[config.mk]
export PLATFORM = sky130hd
export DESIGN_NAME = psc_chain
export DESIGN_NICKNAME = d
export VERILOG_FILES = /design/src/design/psc_pkg.sv /design/src/design/psc_chain.sv
export VERILOG_INCLUDE_DIRS = /design/src /design/src/design
export SDC_FILE = /design/constraint.sdc
export NUM_CORES = 1
export LEC_CHECK = 0
export BUFFER_PORTS_ARGS = -buffer_cell sky130_fd_sc_hd__buf_2
export CAP_MARGIN = 20
export CORE_UTILIZATION = 40
export DETAILED_ROUTE_END_ITERATION = 10
export SLEW_MARGIN = 20
export SYNTH_ARGS = -nofsm -noshare
export SYNTH_HDL_FRONTEND = slang
export SYNTH_SLANG_ARGS = --single-unit
[constraint.sdc]
create_clock -name hclk -period 4.9 [get_ports hclk]
set_input_delay 0.245 -clock hclk [delete_from_list [all_inputs] [get_ports hclk]]
set_output_delay 0.245 -clock hclk [all_outputs]
set_load 0.005 [all_outputs]
[src/design/psc_cfg.svh]
`ifndef PSC_CFG_SVH
`define PSC_CFG_SVH
`define PSC_CLK_MHZ 100
`define PSC_OFS_CTRL 32'h0000_0000
`define PSC_OFS_LEN 32'h0000_0004
`define PSC_OFS_PRE 32'h0000_0008
`define PSC_OFS_STAT 32'h0000_000C
`define PSC_OFS_BITS 32'h0000_0010
`define PSC_OFS_BYTE 32'h0000_0014
`define PSC_CTRL_W 5
`define PSC_CTRL_FORCE 5
`define PSC_CTRL_RST 5'h00
`define PSC_LEN_RST 32'h0000_0400
`define PSC_PRE_RST 8'hFF
`define PSC_STATUS_MIN_US 10
`define PSC_STATUS_MIN_CYC (`PSC_STATUS_MIN_US * `PSC_CLK_MHZ)
`define PSC_ERR_TO_US 500
`define PSC_ERR_TO_CYC (`PSC_ERR_TO_US * `PSC_CLK_MHZ)
`define PSC_INIT_US 55
`define PSC_INIT_CYC (`PSC_INIT_US * `PSC_CLK_MHZ)
`define PSC_SERIAL_CFG_CLOCK_PER_NS 8
`define PSC_CD2CU_NS (4 * `PSC_SERIAL_CFG_CLOCK_PER_NS)
`define PSC_CD2CU_CYC ((`PSC_CD2CU_NS * `PSC_CLK_MHZ + 999) / 1000)
`define PSC_UCLK_INIT_CNT 8532
`define PSC_POR_MS 100
`define PSC_POR_CYC (`PSC_POR_MS * 1000 * `PSC_CLK_MHZ)
`define PSC_NSYNC 7
`define PSC_S_REQ 0
`define PSC_S_STAT 1
`define PSC_S_DONE 2
`define PSC_S_CEN 3
`define PSC_S_SCLK 4
`define PSC_S_SDAT 5
`define PSC_S_UCLK 6
`endif

[src/design/psc_pkg.sv]
package psc_pkg;
    typedef enum logic [3:0] {
        PSC_POR, PSC_RESET, PSC_RELEASE, PSC_CONFIG, PSC_WAIT_DONE,
        PSC_EDGES, PSC_INIT, PSC_USER, PSC_ERROR
    } psc_state_t;
    typedef struct packed {
        logic dual_val;
        logic dual_drive;
        logic pre_chk;
        logic uclk_en;
        logic auto_rst;
    } psc_ctrl_t;
    typedef struct packed {
        logic        act;
        logic        wr;
        logic [7:0]  addr;
    } psc_aph_t;
endpackage : psc_pkg

[src/design/psc_chain.sv]
// The register addresses and the AHB-Lite register port were decided locally.
`timescale 1ns/1ns
`default_nettype none
`include "psc_cfg.svh"
module psc_chain
    import psc_pkg::*;
#(
    parameter logic [31:0] POR_CYC    = `PSC_POR_CYC,
    parameter logic [31:0] ERR_TO_CYC = `PSC_ERR_TO_CYC,
    parameter logic [31:0] INIT_CYC   = `PSC_INIT_CYC,
    parameter logic [31:0] UCLK_CNT   = `PSC_UCLK_INIT_CNT
) (
    // Clock, reset and freeze.
    input  wire logic        hclk,
    input  wire logic        hresetn,
    input  wire logic        ce,
    // AHB-Lite slave.
    input  wire logic        hsel,
    input  wire logic [31:0] haddr,
    input  wire logic [1:0]  htrans,
    input  wire logic        hwrite,
    input  wire logic [2:0]  hsize,
    input  wire logic [31:0] hwdata,
    input  wire logic        hready,
    output logic             hreadyout,
    output logic             hresp,
    output logic [31:0]      hrdata,
    // Configuration request and shared open-drain lines.
    input  wire logic        config_req_n,
    input  wire logic        status_in,
    output logic             status_out,
    output logic             status_oe,
    input  wire logic        done_in,
    output logic             done_out,
    output logic             done_oe,
    // Chain enables.
    input  wire logic        chain_enable_in_n,
    output logic             chain_enable_out_n,
    // Serial link and user init clock.
    input  wire logic        serial_cfg_clock,
    input  wire logic        serial_cfg_data,
    output logic             serial_cfg_data_out,
    output logic             serial_cfg_data_oe,
    input  wire logic        user_init_clock
);
    localparam logic [31:0] STATUS_MIN = `PSC_STATUS_MIN_CYC;
    localparam logic [31:0] CU_CYC     = `PSC_CD2CU_CYC;

    logic [`PSC_NSYNC-1:0] pin_raw;
    logic [`PSC_NSYNC-1:0] s1_r;
    logic [`PSC_NSYNC-1:0] s2_r;
    logic                  sclk_q_r;
    logic                  uclk_q_r;

    assign pin_raw = {user_init_clock, serial_cfg_data, serial_cfg_clock,
                      chain_enable_in_n, done_in, status_in, config_req_n};

    // Every pin in pin_raw passes two flip-flops before any logic reads it; the AHB-Lite inputs are read directly.
    for (genvar i = 0; i < `PSC_NSYNC; i++) begin : g_sync
        always_ff @(posedge hclk or negedge hresetn) begin
            if (!hresetn) begin
                s1_r[i] <= 1'b0;
                s2_r[i] <= 1'b0;
            end else if (ce) begin
                s1_r[i] <= pin_raw[i];
                s2_r[i] <= s1_r[i];
            end
        end
    end

    always_ff @(posedge hclk or negedge hresetn) begin
        if (!hresetn) begin
            sclk_q_r <= 1'b0;
            uclk_q_r <= 1'b0;
        end else if (ce) begin
            sclk_q_r <= s2_r[`PSC_S_SCLK];
            uclk_q_r <= s2_r[`PSC_S_UCLK];
        end
    end

    logic req_low;
    logic stat_hi;
    logic done_hi;
    logic chain_on;
    logic sdat;
    logic sclk_rise;
    logic sclk_fall;
    logic uclk_rise;

    assign req_low   = !s2_r[`PSC_S_REQ];
    assign stat_hi   = s2_r[`PSC_S_STAT];
    assign done_hi   = s2_r[`PSC_S_DONE];
    assign chain_on  = !s2_r[`PSC_S_CEN];
    assign sdat      = s2_r[`PSC_S_SDAT];
    assign sclk_rise = s2_r[`PSC_S_SCLK] && !sclk_q_r;
    assign sclk_fall = !s2_r[`PSC_S_SCLK] && sclk_q_r;
    assign uclk_rise = s2_r[`PSC_S_UCLK] && !uclk_q_r;

    // Register file group.
    psc_aph_t    aph_r;
    psc_aph_t    aph_nxt;
    psc_ctrl_t   ctrl_r;
    psc_ctrl_t   ctrl_nxt;
    logic [31:0] len_r;
    logic [31:0] len_nxt;
    logic [7:0]  pre_r;
    logic [7:0]  pre_nxt;
    logic        force_r;
    logic        force_nxt;
    logic [31:0] hrdata_r;
    logic [31:0] hrdata_nxt;
    logic        force_take;

    // Loader group.
    psc_state_t  state_r;
    psc_state_t  state_nxt;
    logic [31:0] timer_r;
    logic [31:0] timer_nxt;
    logic [31:0] bits_r;
    logic [31:0] bits_nxt;
    logic [7:0]  shift_r;
    logic [7:0]  shift_nxt;
    logic [7:0]  byte_r;
    logic [7:0]  byte_nxt;
    logic [1:0]  falls_r;
    logic [1:0]  falls_nxt;
    logic        ceo_n_r;
    logic        ceo_n_nxt;
    logic [7:0]  new_byte;

    always_comb begin
        aph_nxt    = aph_r;
        ctrl_nxt   = ctrl_r;
        len_nxt    = len_r;
        pre_nxt    = pre_r;
        force_nxt  = force_r;
        hrdata_nxt = hrdata_r;
        if (force_take) begin
            force_nxt = 1'b0;
        end
        if (aph_r.act && aph_r.wr) begin
            unique case ({24'h00_0000, aph_r.addr})
                `PSC_OFS_CTRL: begin
                    ctrl_nxt = psc_ctrl_t'(hwdata[`PSC_CTRL_W-1:0]);
                    // The set wins over a consumption in the same cycle.
                    if (hwdata[`PSC_CTRL_FORCE]) begin
                        force_nxt = 1'b1;
                    end
                end
                `PSC_OFS_LEN: len_nxt = hwdata;
                `PSC_OFS_PRE: pre_nxt = hwdata[7:0];
                default: ;
            endcase
        end
        aph_nxt.act  = hsel && hready && htrans[1];
        aph_nxt.wr   = hwrite;
        aph_nxt.addr = haddr[7:0];
        if (hsel && hready && htrans[1] && !hwrite) begin
            unique case ({haddr[31:2], 2'b00})
                `PSC_OFS_CTRL: hrdata_nxt = {27'h000_0000, ctrl_r};
                `PSC_OFS_LEN:  hrdata_nxt = len_r;
                `PSC_OFS_PRE:  hrdata_nxt = {24'h00_0000, pre_r};
                `PSC_OFS_STAT: hrdata_nxt = {22'h00_0000, sdat, chain_on, done_hi,
                                             stat_hi, !ceo_n_r, 1'b0, state_r};
                `PSC_OFS_BITS: hrdata_nxt = bits_r;
                `PSC_OFS_BYTE: hrdata_nxt = {24'h00_0000, byte_r};
                default:       hrdata_nxt = 32'h0000_0000;
            endcase
        end
    end

    always_ff @(posedge hclk or negedge hresetn) begin
        if (!hresetn) begin
            aph_r    <= '0;
            ctrl_r   <= `PSC_CTRL_RST;
            len_r    <= `PSC_LEN_RST;
            pre_r    <= `PSC_PRE_RST;
            force_r  <= 1'b0;
            hrdata_r <= 32'h0000_0000;
        end else if (ce) begin
            aph_r    <= aph_nxt;
            ctrl_r   <= ctrl_nxt;
            len_r    <= len_nxt;
            pre_r    <= pre_nxt;
            force_r  <= force_nxt;
            hrdata_r <= hrdata_nxt;
        end
    end

    assign hreadyout = 1'b1;
    assign hresp     = 1'b0;
    assign hrdata    = hrdata_r;

    assign new_byte = {sdat, shift_r[7:1]};

    always_comb begin
        state_nxt  = state_r;
        timer_nxt  = timer_r + 32'h0000_0001;
        bits_nxt   = bits_r;
        shift_nxt  = shift_r;
        byte_nxt   = byte_r;
        falls_nxt  = falls_r;
        ceo_n_nxt  = ceo_n_r;
        force_take = 1'b0;
        unique case (state_r)
            PSC_POR: begin
                if (timer_r >= POR_CYC - 32'h0000_0001) begin
                    state_nxt = PSC_RESET;
                    timer_nxt = '0;
                end
            end
            PSC_RESET: begin
                bits_nxt  = '0;
                ceo_n_nxt = 1'b1;
                if (!req_low && timer_r >= STATUS_MIN - 32'h0000_0001) begin
                    state_nxt = PSC_RELEASE;
                end
            end
            PSC_RELEASE: begin
                if (stat_hi) begin
                    state_nxt = PSC_CONFIG;
                end
            end
            PSC_CONFIG: begin
                if (!stat_hi) begin
                    state_nxt = PSC_RESET;
                    timer_nxt = '0;
                end else if (force_r) begin
                    force_take = 1'b1;
                    state_nxt  = PSC_ERROR;
                    timer_nxt  = '0;
                end else if (chain_on && sclk_rise) begin
                    shift_nxt = new_byte;
                    bits_nxt  = bits_r + 32'h0000_0001;
                    if (bits_r[2:0] == 3'h7) begin
                        byte_nxt = new_byte;
                    end
                    if (ctrl_r.pre_chk && bits_r == 32'h0000_0007 && new_byte != pre_r) begin
                        state_nxt = PSC_ERROR;
                        timer_nxt = '0;
                    end else if (bits_r + 32'h0000_0001 >= len_r) begin
                        state_nxt = PSC_WAIT_DONE;
                        ceo_n_nxt = 1'b0;
                    end
                end
            end
            PSC_WAIT_DONE: begin
                falls_nxt = 2'h0;
                if (!stat_hi) begin
                    state_nxt = PSC_RESET;
                    timer_nxt = '0;
                end else if (done_hi) begin
                    state_nxt = PSC_EDGES;
                end
            end
            PSC_EDGES: begin
                timer_nxt = '0;
                if (sclk_fall) begin
                    falls_nxt = falls_r + 2'h1;
                    if (falls_r == 2'h1) begin
                        state_nxt = PSC_INIT;
                    end
                end
            end
            PSC_INIT: begin
                if (!ctrl_r.uclk_en) begin
                    if (timer_r >= INIT_CYC - 32'h0000_0001) begin
                        state_nxt = PSC_USER;
                    end
                end else if (timer_r < CU_CYC) begin
                    bits_nxt = '0;
                end else begin
                    timer_nxt = timer_r;
                    if (uclk_rise) begin
                        bits_nxt = bits_r + 32'h0000_0001;
                        if (bits_r >= UCLK_CNT - 32'h0000_0001) begin
                            state_nxt = PSC_USER;
                        end
                    end
                end
            end
            PSC_USER: begin
                timer_nxt = timer_r;
            end
            PSC_ERROR: begin
                if (ctrl_r.auto_rst && timer_r >= ERR_TO_CYC - 32'h0000_0001) begin
                    state_nxt = PSC_RELEASE;
                    bits_nxt  = '0;
                    ceo_n_nxt = 1'b1;
                end
            end
        endcase
        if (state_r != PSC_POR && state_r != PSC_RESET && req_low) begin
            state_nxt = PSC_RESET;
            timer_nxt = '0;
        end
    end

    always_ff @(posedge hclk or negedge hresetn) begin
        if (!hresetn) begin
            state_r <= PSC_POR;
            timer_r <= '0;
            bits_r  <= '0;
            shift_r <= 8'h00;
            byte_r  <= 8'h00;
            falls_r <= 2'h0;
            ceo_n_r <= 1'b1;
        end else if (ce) begin
            state_r <= state_nxt;
            timer_r <= timer_nxt;
            bits_r  <= bits_nxt;
            shift_r <= shift_nxt;
            byte_r  <= byte_nxt;
            falls_r <= falls_nxt;
            ceo_n_r <= ceo_n_nxt;
        end
    end

    // Open-drain lines only ever pull low.
    assign status_out = 1'b0;
    assign done_out   = 1'b0;
    assign status_oe  = state_r == PSC_POR || state_r == PSC_RESET
                     || state_r == PSC_ERROR;
    assign done_oe    = state_r == PSC_POR || state_r == PSC_RESET
                     || state_r == PSC_RELEASE || state_r == PSC_CONFIG
                     || state_r == PSC_ERROR;
    assign chain_enable_out_n = ceo_n_r;

    // In user mode the data pin follows the dual-purpose setting.
    assign serial_cfg_data_oe  = state_r == PSC_USER && ctrl_r.dual_drive;
    assign serial_cfg_data_out = state_r == PSC_USER && ctrl_r.dual_val;

endmodule : psc_chain
`default_nettype wire

==> results of run 1 <==
## flip-flops by register name, summed over array words and instances (netlist names)
name	flops
done_hi	1
chain_enable_out_n	1
uclk_q_r	1
len_r	32
hrdata	32
aph_r	10
sdat	1
ctrl_r	5
timer_r	32
falls_r	2
state_r	4
s1_r	7
pre_r	8
stat_hi	1
s2_r	4
force_r	1
byte_r	8
bits_r	32
sclk_q_r	1
shift_r	7
## layer usage
| metal | up-vias | routed length (um) | GRT usage (%) |
|---|---|---|---|
| met3 | 25 | 1090 | 3.17 |
| met5 | - | 0 | 0 |
| li1 | 4225 | - | - |
| met2 | 209 | 13500 | 34.5 |
| met4 | 0 | 356 | 5.11 |
| met1 | 4327 | 12900 | 28.0 |
## layout make-up
class                   instances  area (sq um)  area share [%]
clock buffers                  19           453            3.64
clock inverters                13           141            1.14
inverters                      71           267            2.14
multi-input cells             794          5660            45.5
flip-flops and latches        190          4770            38.4
well taps                     341           427            3.43
repair buffers                132           717            5.77
## cell families after synthesis
kind of cell / count (synthesis)
adder cells (fa/ha/maj): 36
other: 2
AO/OA/AOI/OAI: 246
AND/OR/NAND/NOR: 356
flip-flops: 190
multiplexers: 99
buffers and inverters: 148
XOR/XNOR: 53
## synth_stat cells (5+ instances only)
cell,number
nor4_1,17
buf_1,8
and4_1,5
o21ai_1,17
and2_1,5
or2_2,5
xor2_1,12
nand4_1,28
xnor2_1,41
a211oi_1,6
o211ai_1,7
a31oi_1,23
mux2i_1,11
a221oi_1,5
or4_1,13
mux2_2,87
o31ai_2,25
dfrtp_1,180
buf_2,9
o2111ai_1,5
o21ai_0,53
nor3_1,22
nand3_1,37
clkbuf_1,50
o22ai_1,7
nand2b_1,13
and3_1,19
buf_4,6
nand2_1,100
nor2_1,60
dfstp_2,10
a22oi_1,31
nand3b_1,5
inv_1,70
a21oi_1,34
nor3b_1,7
ha_1,36
## placed cells by master (no fill, tap or decap), types with 10 or more instances in the layout
| cell type | count |
|---|---|
| nand4_1 | 28 |
| o31ai_2 | 25 |
| and3_1 | 19 |
| nand2b_1 | 13 |
| nand3_1 | 37 |
| clkbuf_16 | 17 |
| nor3_1 | 21 |
| mux2_2 | 87 |
| o21ai_1 | 17 |
| nand2_1 | 100 |
| xnor2_1 | 41 |
| buf_4 | 17 |
| dfstp_2 | 10 |
| or4_1 | 13 |
| nor2_1 | 59 |
| buf_2 | 113 |
| o21ai_0 | 53 |
| a22oi_1 | 31 |
| nor4_1 | 17 |
| dfrtp_1 | 180 |
| mux2i_1 | 11 |
| inv_1 | 70 |
| ha_1 | 36 |
| a31oi_1 | 23 |
| a21oi_1 | 34 |
| xor2_1 | 12 |
## report_power, final
part	internal, mW	total [mW]	switching (mW)	leakage, nW
registers	1.64	1.77	0.125	2.55
clock network	0.752	1.41	0.656	0.292
logic	0.355	1.02	0.668	2.75
## worst paths after layout
path	slack, ns	end	start	cells after the start
worst max-delay path	0.45	state_r[0]	bits_r[0]	15
min in group asynchronous	0.44	hrdata[25]	hresetn	2
worst min register to register	0.47	hrdata[0]	hrdata[0]	1
worst min-delay path	0.04	len_r[14]	hwdata[14]	2
worst max register to register	0.45	state_r[0]	bits_r[0]	15
max in group asynchronous	3.30	ctrl_r[4]	hresetn	3
## critical path, cell delays in order, from the launching register on
cell      delay (ns)
dfrtp_1         0.47
ha_1            0.25
nand2_1         0.13
nor3_1          0.33
and3_1          0.35
and3_1          0.31
nand3_1         0.16
xnor2_1         0.16
ha_1            0.32
nand4_1         0.15
nor4_1          0.49
a221oi_1        0.14
a21oi_1         0.37
nor2_1          0.16
a211oi_2        0.37
mux2i_1         0.22
## through the flow
step                      area [sq um]  worst slack (ns)  instances  utilization [%]  power [mW]
final                            12400             0.448       1560             46.1        4.20
after detailed placement         11800             0.483       1527             43.8        2.81
after floorplan                  11000              1.02       1132                -        2.50
after global placement           11800             0.626       1527             43.8        2.80
after CTS                        12400             0.452       1560             46.1        4.23
after global routing             12400            0.0560       1560             46.1        4.42
## repair_timing
item	in CTS	in global routing
resized for setup	0	1
setup endpoints to repair	0	3
setup buffers	0	0
hold endpoints to repair	97	0
hold buffers	1	0
==> metrics.md, run 1 <==
| Metric | Value |
|---|---|
| Die span in x | `168 um` |
| Post-route clock skew | `0.0127 ns` |
| Maximum root-to-sink buffer count | `2` |
| Main combinational cell family by area after synthesis | `simple AND/OR/NAND/NOR gates` |
| Count of distinct cell types in the synthesized netlist | `71` |
| Clock Sink Count | `190` |
| Maximum number of pins on one net before global-route repair | `104` |
| Share of synthesized cell area in full adder, half adder and majority cells | `4.10%` |
| Setup repair after global routing missed its margin | `false` |
| Antenna violations before repair | `0` |
| Vias/cell | `5.63` |
| Sequential-to-total area share from yosys stat | `43.4%` |
| Worst setup SP type | `flop` |
| Post-synthesis cell count | `1,130` |
| Outcome | `finished, final reports clean` |
| Wirelength, routed | `27.9 mm` |
| Half-perimeter wire length of the detailed placement result | `20.1 mm` |
| Syn_area_per_cell | `9.72 sq um` |
| Post-DRT Antenna Nets | `0` |
| Max-cap check violation count | `0` |
| Final hold slack | `0.0370 ns` |
| Area growth from synthesis to layout | `13.1%` |
| Proportion of synthesized flip-flops having asynchronous set or reset | `100%` |
| Weighted congestion reported at the end of routability-driven placement | `0.868` |
| Most used DFF post-synth | `dfrtp_1` |
| Source-to-sink clock delay at the later pin of the worst-skew pair | `0.44 ns` |
| Number of enable flip-flop cells after synthesis | `0` |
| Max H-tree Level | `4` |
| Via total after detailed routing | `8,786` |
| Post-route setup TNS | `0 ns` |
| TritonCTS clock tree | `built` |
| Pwr Density | `338 nW/um^2` |
| Drt initial violations | `634` |
| Kind of path behind the tightest hold check | `in -> reg` |
| Count of filler cells inserted in the layout | `2,640` |
| Effective utilization at floorplan | `40.8%` |
| Max frequency | `0.225 GHz` |
| Global-route wire length before repair | `45.8 mm` |
| Fraction of the mapped netlist area in compound gates | `15.7%` |
| Count of endpoints failing setup in the final report | `0` |
| DR pass1 iterations | `5` |
| Slew Limit Fails | `0` |
| Slew @ Worst Pin | `1.06 ns` |
| Register clock-pin slew on the reported worst setup and hold paths | `0.08 ns` |
| Antenna diodes | `0` |
| Portion of netlist area occupied by mux cells | `10.1%` |
| Final routed DRC violation total | `0` |
| Endpoint type of the worst setup path | `flop` |
| Required time at the worst-slack endpoint | `5.25 ns` |
| Fraction of the cycle the final worst path needs | `90.9%` |
| Total leakage power | `5.58 nW` |
| CTS Buf Count | `17` |
| Number of register bits inferred by synthesis | `190` |
| # port buffers | `114` |
| Ranking of synthesized cells by area | `dfrtp_1 (41%), mux2_2 (8.9%), ha_1 (4.1%)` |
| Combined global-route utilization of all metal layers | `20.6%` |
| XOR/XNOR Fraction of Synth Area | `4.22%` |
| Critical Path Fanout Max | `7` |
| IR Drop Worst-Case VDD | `0.250 mV` |
| NumNets Final | `1,324` |
| Proportion of netlist area held by the largest area contributor | `41.0%` |
| Routed length per placed instance | `17.9 um` |
| Cell taking the most area after synthesis | `dfrtp_1` |
| Area fraction in and, or, nand and nor cells after synthesis | `16.8%` |
| Die outline area | `28,100 sq um` |
| Number of hold violations in the final report | `0` |
| Max_slew headroom | `29.0%` |
| Count of yosys warnings during synthesis | `0` |
| Total congestion overflow | `0` |
| WP data arrival | `4.80 ns` |
| Area inside the core boundary | `27,000 sq um` |
| Root Buffer | `clkbuf_16` |
| Layout cell share with drive strength beyond 1 | `25.1%` |
| Worst Path Class, Setup | `reg -> reg` |
| Height of the die | `168 um` |
| Number of placement rows | `60` |
| Number of global-route vias before repair | `8,534` |
| Post-route minimum period | `4.45 ns` |
| Post-Syn Area | `11,000 sq um` |
| IO Count | `123` |
(Power assumes the default switching activity.)
==> inputs of run 2 (changes only) <==
- CORE_MARGIN: unset -> 2
- PLACE_DENSITY_LB_ADDON: unset -> 0.2
==> metrics.md, run 2 (synthesized netlist as in run 1, its figures left out) <==
| Metric | Value |
|---|---|
| Proportion of power drawn by the clock network | `33.1% (was 33.5%)` |
| Commonest non-fill, non-tap cell in the layout | `dfrtp_1 (unchanged)` |
| Register clock-pin slew on the reported worst setup and hold paths | `0.07 ns (was 0.08 ns)` |
| Maximum root-to-sink buffer count | `2 (unchanged)` |
| Required time at the worst-slack endpoint | `5.25 ns (about the same)` |
| Global-route wire length before repair | `46.1 mm (was 45.8 mm)` |
| Internal Dissipation | `2.68 mW (was 2.75 mW)` |
| Endpoint type of the worst setup path | `flop (unchanged)` |
| Vias/cell | `5.60 (was 5.63)` |
| CTS Buf Count | `17 (unchanged)` |
| Cell breakdown of the critical path | `ha_1 -> nand2_1 -> nor3_1 -> and3_1 -> and3_1 -> nand3_1 -> xnor2_1 -> ha_1 -> nand4_1 -> nor4_1 -> a221oi_1 -> a21oi_1 -> nor2_1 -> a211oi_2 -> mux2i_1 (unchanged)` |
| Effective utilization at floorplan | `40.8% (unchanged)` |
| Area growth from synthesis to layout | `13.3% (was 13.1%)` |
| Final WS setup | `0.463 ns (was 0.448 ns)` |
| Via total after detailed routing | `8,729 (was 8,786)` |
| Number of global-route vias before repair | `8,491 (was 8,534)` |
| Total congestion overflow | `0 (unchanged)` |
| Area inside the core boundary | `27,000 sq um (unchanged)` |
| Routed length on met1 | `13.0 mm (was 12.9 mm)` |
| Post-route minimum period | `4.44 ns (was 4.45 ns)` |
| Half-perimeter wire length of the detailed placement result | `20.1 mm (about the same)` |
| Layout cell share with drive strength beyond 1 | `25.3% (was 25.1%)` |
| WP data arrival | `4.79 ns (was 4.80 ns)` |
| # port buffers | `114 (unchanged)` |
| NumNets Final | `1,324 (unchanged)` |
| Total leakage power | `5.59 nW (was 5.58 nW)` |
| Die span in x | `170 um (was 168 um)` |
| Worst Path Class, Setup | `reg -> reg (unchanged)` |
| Number of hold violations in the final report | `0 (unchanged)` |
| Pwr Density | `335 nW/um^2 (was 338 nW/um^2)` |
| Slew Limit Fails | `0 (unchanged)` |
| CP max stage delay | `0.49 ns (about the same)` |
| Number of placement rows | `60 (unchanged)` |
| Routed length per placed instance | `18.1 um (was 17.9 um)` |
| Outcome | `finished, final reports clean (unchanged)` |
| Wirelength, routed | `28.2 mm (was 27.9 mm)` |
| Slowest cell on crit path | `dfrtp_1 (was nor4_1)` |
| Post-route setup TNS | `0 ns (unchanged)` |
| Weighted congestion reported at the end of routability-driven placement | `0.874 (was 0.868)` |
| Clock Sink Count | `190 (unchanged)` |
| Maximum number of pins on one net before global-route repair | `119 (was 104)` |
| Max-cap check violation count | `0 (unchanged)` |
| Count of filler cells inserted in the layout | `2,587 (was 2,640)` |
| Part of the total power dissipated in combinational logic | `24.5% (was 24.4%)` |
| Sw Ratio | `35.8% (was 34.5%)` |
| DR pass1 iterations | `6 (was 5)` |
| Count of endpoints failing setup in the final report | `0 (unchanged)` |
| Combined global-route utilization of all metal layers | `20.4% (was 20.6%)` |
| TritonCTS clock tree | `built (unchanged)` |
| Met2 wire length | `13.5 mm (about the same)` |
| Reported net switching power | `1.50 mW (was 1.45 mW)` |
| Antenna diodes | `0 (unchanged)` |
| Fraction of the cycle the final worst path needs | `90.6% (was 90.9%)` |
| Cell Count Post-Placement | `1,527 (unchanged)` |
| Root Buffer | `clkbuf_16 (unchanged)` |
| Kind of path behind the tightest hold check | `in -> reg (unchanged)` |
| Slew @ Worst Pin | `0.978 ns (was 1.06 ns)` |
| Met3 Wirelength | `1.17 mm (was 1.09 mm)` |
| Die outline area | `28,800 sq um (was 28,100 sq um)` |
| Final routed DRC violation total | `0 (unchanged)` |
| Max frequency | `0.225 GHz (about the same)` |
| Antenna violations before repair | `0 (unchanged)` |
| Post-route non-filler standard cell count | `1,560 (unchanged)` |
| Source-to-sink clock delay at the later pin of the worst-skew pair | `0.45 ns (was 0.44 ns)` |
| Max Used Layer | `met4 (unchanged)` |
| IR Drop Worst-Case VDD | `0.245 mV (was 0.250 mV)` |
| Pre-CTS setup slack | `0.415 ns (was 0.483 ns)` |
| Critical Path Fanout Max | `7 (unchanged)` |
| Drt initial violations | `747 (was 634)` |
| Setup repair after global routing missed its margin | `false (unchanged)` |
| Max H-tree Level | `4 (unchanged)` |
| Post-DRT Antenna Nets | `0 (unchanged)` |
| Leading cell types in the layout, fill and taps excluded | `dfrtp_1 (180), buf_2 (113), nand2_1 (99) (was dfrtp_1 (180), buf_2 (113), nand2_1 (100))` |
| Post-route clock skew | `0.0169 ns (was 0.0127 ns)` |
| Worst setup SP type | `flop (unchanged)` |
| Max_slew headroom | `34.8% (was 29.0%)` |
| Height of the die | `170 um (was 168 um)` |
| Part of the power in registers | `42.4% (was 42.1%)` |
| IO Count | `123 (unchanged)` |
run 2: changes by cell type in the layout (fill, tap and decap cells not counted), sizes merged:
cell,delta
bufinv,-1
clkbuf,-2
clkinv,+7
clkinvlp,-1
inv,-3
run 2: final timing paths:
path | start | end | slack [ns] | cells past startpoint
worst max-delay path | bits_r[0] | state_r[0] | 0.46 | 15
worst min-delay path | config_req_n | s1_r[0] | 0.03 | 2
worst max register to register | bits_r[0] | state_r[0] | 0.46 | 15
worst min register to register | hrdata[22] | hrdata[22] | 0.47 | 2
max in group asynchronous | hresetn | len_r[10] | 3.47 | 3
min in group asynchronous | hresetn | len_r[30] | 0.49 | 2
run 2: power by group through the flow:
stage	combinational, mW	clock [mW]	sequential [mW]
after floorplan	0.779	0	1.72
after global placement	1.01	0	1.79
after detailed placement	1.01	0	1.80
after CTS	1.02	1.43	1.77
after global routing	1.13	1.50	1.78
final	1.02	1.38	1.77
run 2: per-layer routing:
layer  global-route usage, %  vias up
li1                        -     4239
met1                    27.4     4252
met2                    34.1      209
met3                    3.17       29
met4                    6.13        0
met5                       0        -
run 2: final cells by class:
class,instances,area [sq um],share of cell area (%)
tap,341,427,3.43
inverter,71,267,2.14
sequential,190,4770,38.3
timing repair buffer,132,742,5.96
clock buffer,17,425,3.42
multi-input combinational,794,5650,45.4
clock inverter,15,173,1.39
run 2: stage by stage:
step	total power, mW	instance area (sq um)	util [%]	hold WS (ns)
after global routing	4.41	12500	46.2	0.0133
final	4.17	12500	46.2	0.0288
after floorplan	2.50	11000	-	-0.0506
after CTS	4.22	12400	46.2	0.00559
after global placement	2.80	11800	43.9	0.453
after detailed placement	2.81	11800	43.9	0.448
run 2: timing repair:
| item | in CTS | in global routing |
|---|---|---|
| setup endpoints to repair | 0 | 2 |
| hold buffers | 1 | 0 |
| hold endpoints to repair | 44 | 0 |
| resized for setup | 0 | 1 |
| buffers inserted | 0 | 0 |
run 2: critical path, delay by kind of cell (launching register included):
kind	cells	cell delay (ns)
simple gates	8	2.02
fa+ha+maj	2	0.58
flops	1	0.49
xor+xnor	1	0.16
compound gates	3	0.85
mux	1	0.24
==> inputs of run 3 (changes only) <==
- CORE_MARGIN: 2 -> unset
- PLACE_DENSITY_LB_ADDON: 0.2 -> 0.3
- clock period: 4.9 -> 3.9 ns (I/O delays scaled with it)
==> metrics.md, run 3 (synthesized netlist as in run 1, its figures left out) <==
| Metric | Value |
|---|---|
| Outcome | `finished, final reports clean (unchanged)` |
| Max H-tree Level | `4 (unchanged)` |
| Antenna violations before repair | `0 (unchanged)` |
| FF-to-FF setup slack | `0.32 ns (was 0.46 ns)` |
| Destination of the worst register-to-register timing path | `state_r[1] (was state_r[0])` |
| Final WS setup | `0.322 ns (was 0.463 ns)` |
| Hold_sp | `hwdata[1] (was config_req_n)` |
| Combined global-route utilization of all metal layers | `21.2% (was 20.4%)` |
| Endpoint type of the worst setup path | `flop (unchanged)` |
| WP data arrival | `3.95 ns (was 4.79 ns)` |
| Antenna diodes | `0 (unchanged)` |
| Post-route setup TNS | `0 ns (unchanged)` |
| CP max stage delay | `0.40 ns (was 0.49 ns)` |
| NumNets Final | `1,403 (was 1,324)` |
| Layout cell share with drive strength beyond 1 | `26.7% (was 25.3%)` |
| Buf/Inv on CP | `3 (was 0)` |
| Slew Limit Fails | `0 (unchanged)` |
| # port buffers | `114 (unchanged)` |
| Maximum number of pins on one net before global-route repair | `86 (was 119)` |
| Kind of path behind the tightest hold check | `in -> reg (unchanged)` |
| Number of hold violations in the final report | `0 (unchanged)` |
| Vias/cell | `5.57 (was 5.60)` |
| Wirelength, routed | `29.0 mm (was 28.2 mm)` |
| CTS Buf Count | `17 (unchanged)` |
| Max frequency | `0.279 GHz (was 0.225 GHz)` |
| FF-to-FF path depth | `17 (was 15)` |
| Via total after detailed routing | `9,134 (was 8,729)` |
| Root Buffer | `clkbuf_16 (unchanged)` |
| Cell Area, Placed | `12,100 sq um (was 11,800 sq um)` |
| Half-perimeter wire length of the detailed placement result | `20.4 mm (was 20.1 mm)` |
| Sink of the worst hold path | `pre_r[1] (was s1_r[0])` |
| Area growth from synthesis to layout | `19.8% (was 13.3%)` |
| Number of placement rows | `60 (unchanged)` |
| Clock Sink Count | `190 (unchanged)` |
| Worst Path Class, Setup | `reg -> reg (unchanged)` |
| Final hold slack | `0.0156 ns (was 0.0288 ns)` |
| Fraction of the cycle the final worst path needs | `91.7% (was 90.6%)` |
| Count of filler cells inserted in the layout | `2,504 (was 2,587)` |
| Critical Path Fanout Max | `11 (was 7)` |
| Commonest non-fill, non-tap cell in the layout | `dfrtp_1 (unchanged)` |
| Effective utilization at floorplan | `40.8% (unchanged)` |
| IO Count | `123 (unchanged)` |
| Post-route clock skew | `0.0139 ns (was 0.0169 ns)` |
| Post-route minimum period | `3.58 ns (was 4.44 ns)` |
| Post-DRT Antenna Nets | `0 (unchanged)` |
| Register clock-pin slew on the reported worst setup and hold paths | `0.08 ns (was 0.07 ns)` |
| Count of endpoints failing setup in the final report | `0 (unchanged)` |
| Total leakage power | `5.96 nW (was 5.59 nW)` |
| Max_slew headroom | `36.5% (was 34.8%)` |
| Routed length per placed instance | `17.7 um (was 18.1 um)` |
| Worst setup SP type | `flop (unchanged)` |
| Setup repair after global routing missed its margin | `false (unchanged)` |
| Leading cell types in the layout, fill and taps excluded | `dfrtp_1 (180), buf_2 (113), nand2_1 (100) (was dfrtp_1 (180), buf_2 (113), nand2_1 (99))` |
| Global-route wire length before repair | `47.2 mm (was 46.1 mm)` |
| Multi-input gate area in the final layout | `5650 sq um (about the same)` |
| Maximum root-to-sink buffer count | `2 (unchanged)` |
| Drt initial violations | `719 (was 747)` |
| Total congestion overflow | `0 (unchanged)` |
| Cell breakdown of the critical path | `nand3_1 -> nor3_1 -> nand2_1 -> nor3b_1 -> buf_4 -> nand3_1 -> xnor2_1 -> ha_1 -> nand4_1 -> nor4_2 -> buf_4 -> nand4_1 -> a21oi_1 -> buf_4 -> nor4_1 -> nor4_1 -> a2bb2oi_1 (was ha_1 -> nand2_1 -> nor3_1 -> and3_1 -> and3_1 -> nand3_1 -> xnor2_1 -> ha_1 -> nand4_1 -> nor4_1 -> a221oi_1 -> a21oi_1 -> nor2_1 -> a211oi_2 -> mux2i_1)` |
| Slowest cell on crit path | `dfrtp_1 (unchanged)` |
| Cell mode on critical path | `buf_4` |
| IR Drop Worst-Case VDD | `0.368 mV (was 0.245 mV)` |
| Area inside the core boundary | `27,000 sq um (unchanged)` |
| Pre-CTS setup slack | `0.258 ns (was 0.415 ns)` |
| Total power draw | `5.50 mW (was 4.17 mW)` |
| Slew @ Worst Pin | `0.946 ns (was 0.978 ns)` |
| Number of global-route vias before repair | `9,072 (was 8,491)` |
| Pwr Density | `418 nW/um^2 (was 335 nW/um^2)` |
| Storage cell area | `4770 sq um (unchanged)` |
| Source-to-sink clock delay at the later pin of the worst-skew pair | `0.45 ns (about the same)` |
| Top delay family on crit path | `simple AND/OR/NAND/NOR gates (unchanged)` |
| Weighted congestion reported at the end of routability-driven placement | `0.921 (was 0.874)` |
| Required time at the worst-slack endpoint | `4.27 ns (was 5.25 ns)` |
| Reg2reg start | `bits_r[0] (unchanged)` |
| Final routed DRC violation total | `0 (unchanged)` |
| TritonCTS clock tree | `built (unchanged)` |
| Hold Path Stages | `2 (unchanged)` |
| Max-cap check violation count | `0 (unchanged)` |
| Die outline area | `28,100 sq um (was 28,800 sq um)` |
| Final instance area | `13,200 sq um (was 12,500 sq um)` |
| Height of the die | `168 um (was 170 um)` |
| Die span in x | `168 um (was 170 um)` |
| DR pass1 iterations | `5 (was 6)` |
## run 3: cell types whose count changed in the layout (fill, tap and decap cells not counted), sizes merged
cell and change:
clkinv -6, clkinvlp +1, buf +40, inv +3, dlygate4sd3 +39, bufinv +2
## run 3: area by class of cell
| cell class | instances | share of cell area [%] |
|---|---|---|
| clock inverters | 15 | 1.46 |
| multi-input cells | 794 | 43.0 |
| flip-flops and latches | 190 | 36.2 |
| clock buffers | 17 | 3.23 |
| repair buffers | 211 | 10.8 |
| well taps | 341 | 3.24 |
| inverters | 71 | 2.03 |
## run 3: worst max path at each step
stage | start | to | slack, ns | cells after the start
6_report | bits_r[0] | state_r[1] | 0.32 | 17
5_1_grt | bits_r[0] | state_r[2] | 0.03 | 18
4_1_cts | bits_r[0] | state_r[2] | 0.21 | 18
3_5_place_dp | bits_r[0] | state_r[1] | 0.26 | 18
3_3_place_gp | bits_r[0] | state_r[1] | 0.31 | 18
2_1_floorplan | bits_r[3] | state_r[0] | 0.02 | 16
## run 3: through the flow
step | cells | utilization [%]
finish | 1639 | 48.8
global route | 1639 | 48.8
CTS | 1637 | 48.7
detailed placement | 1565 | 44.9
global placement | 1565 | 44.9
floorplan | 1132 | -
## run 3: where the power goes
group          internal, mW  switching (mW)  total (mW)
registers              2.06          0.0993        2.16
logic                 0.557           0.945        1.50
clock network         0.983           0.855        1.84
total                  3.60            1.90        5.50
## run 3: repair_timing
item,CTS,global route
setup buffers,0,1
hold buffers,40,0
hold endpoints to repair,103,0
endpoints found under the setup margin,0,4
gates resized for setup,0,2
## run 3: layer usage
layer | vias to the layer above | global-route usage [%] | wire length [um]
met5 | - | 0 | 0
met4 | 0 | 6.62 | 464
met3 | 26 | 3.24 | 1270
met2 | 237 | 35.9 | 14200
met1 | 4471 | 27.9 | 13000
li1 | 4400 | - | -
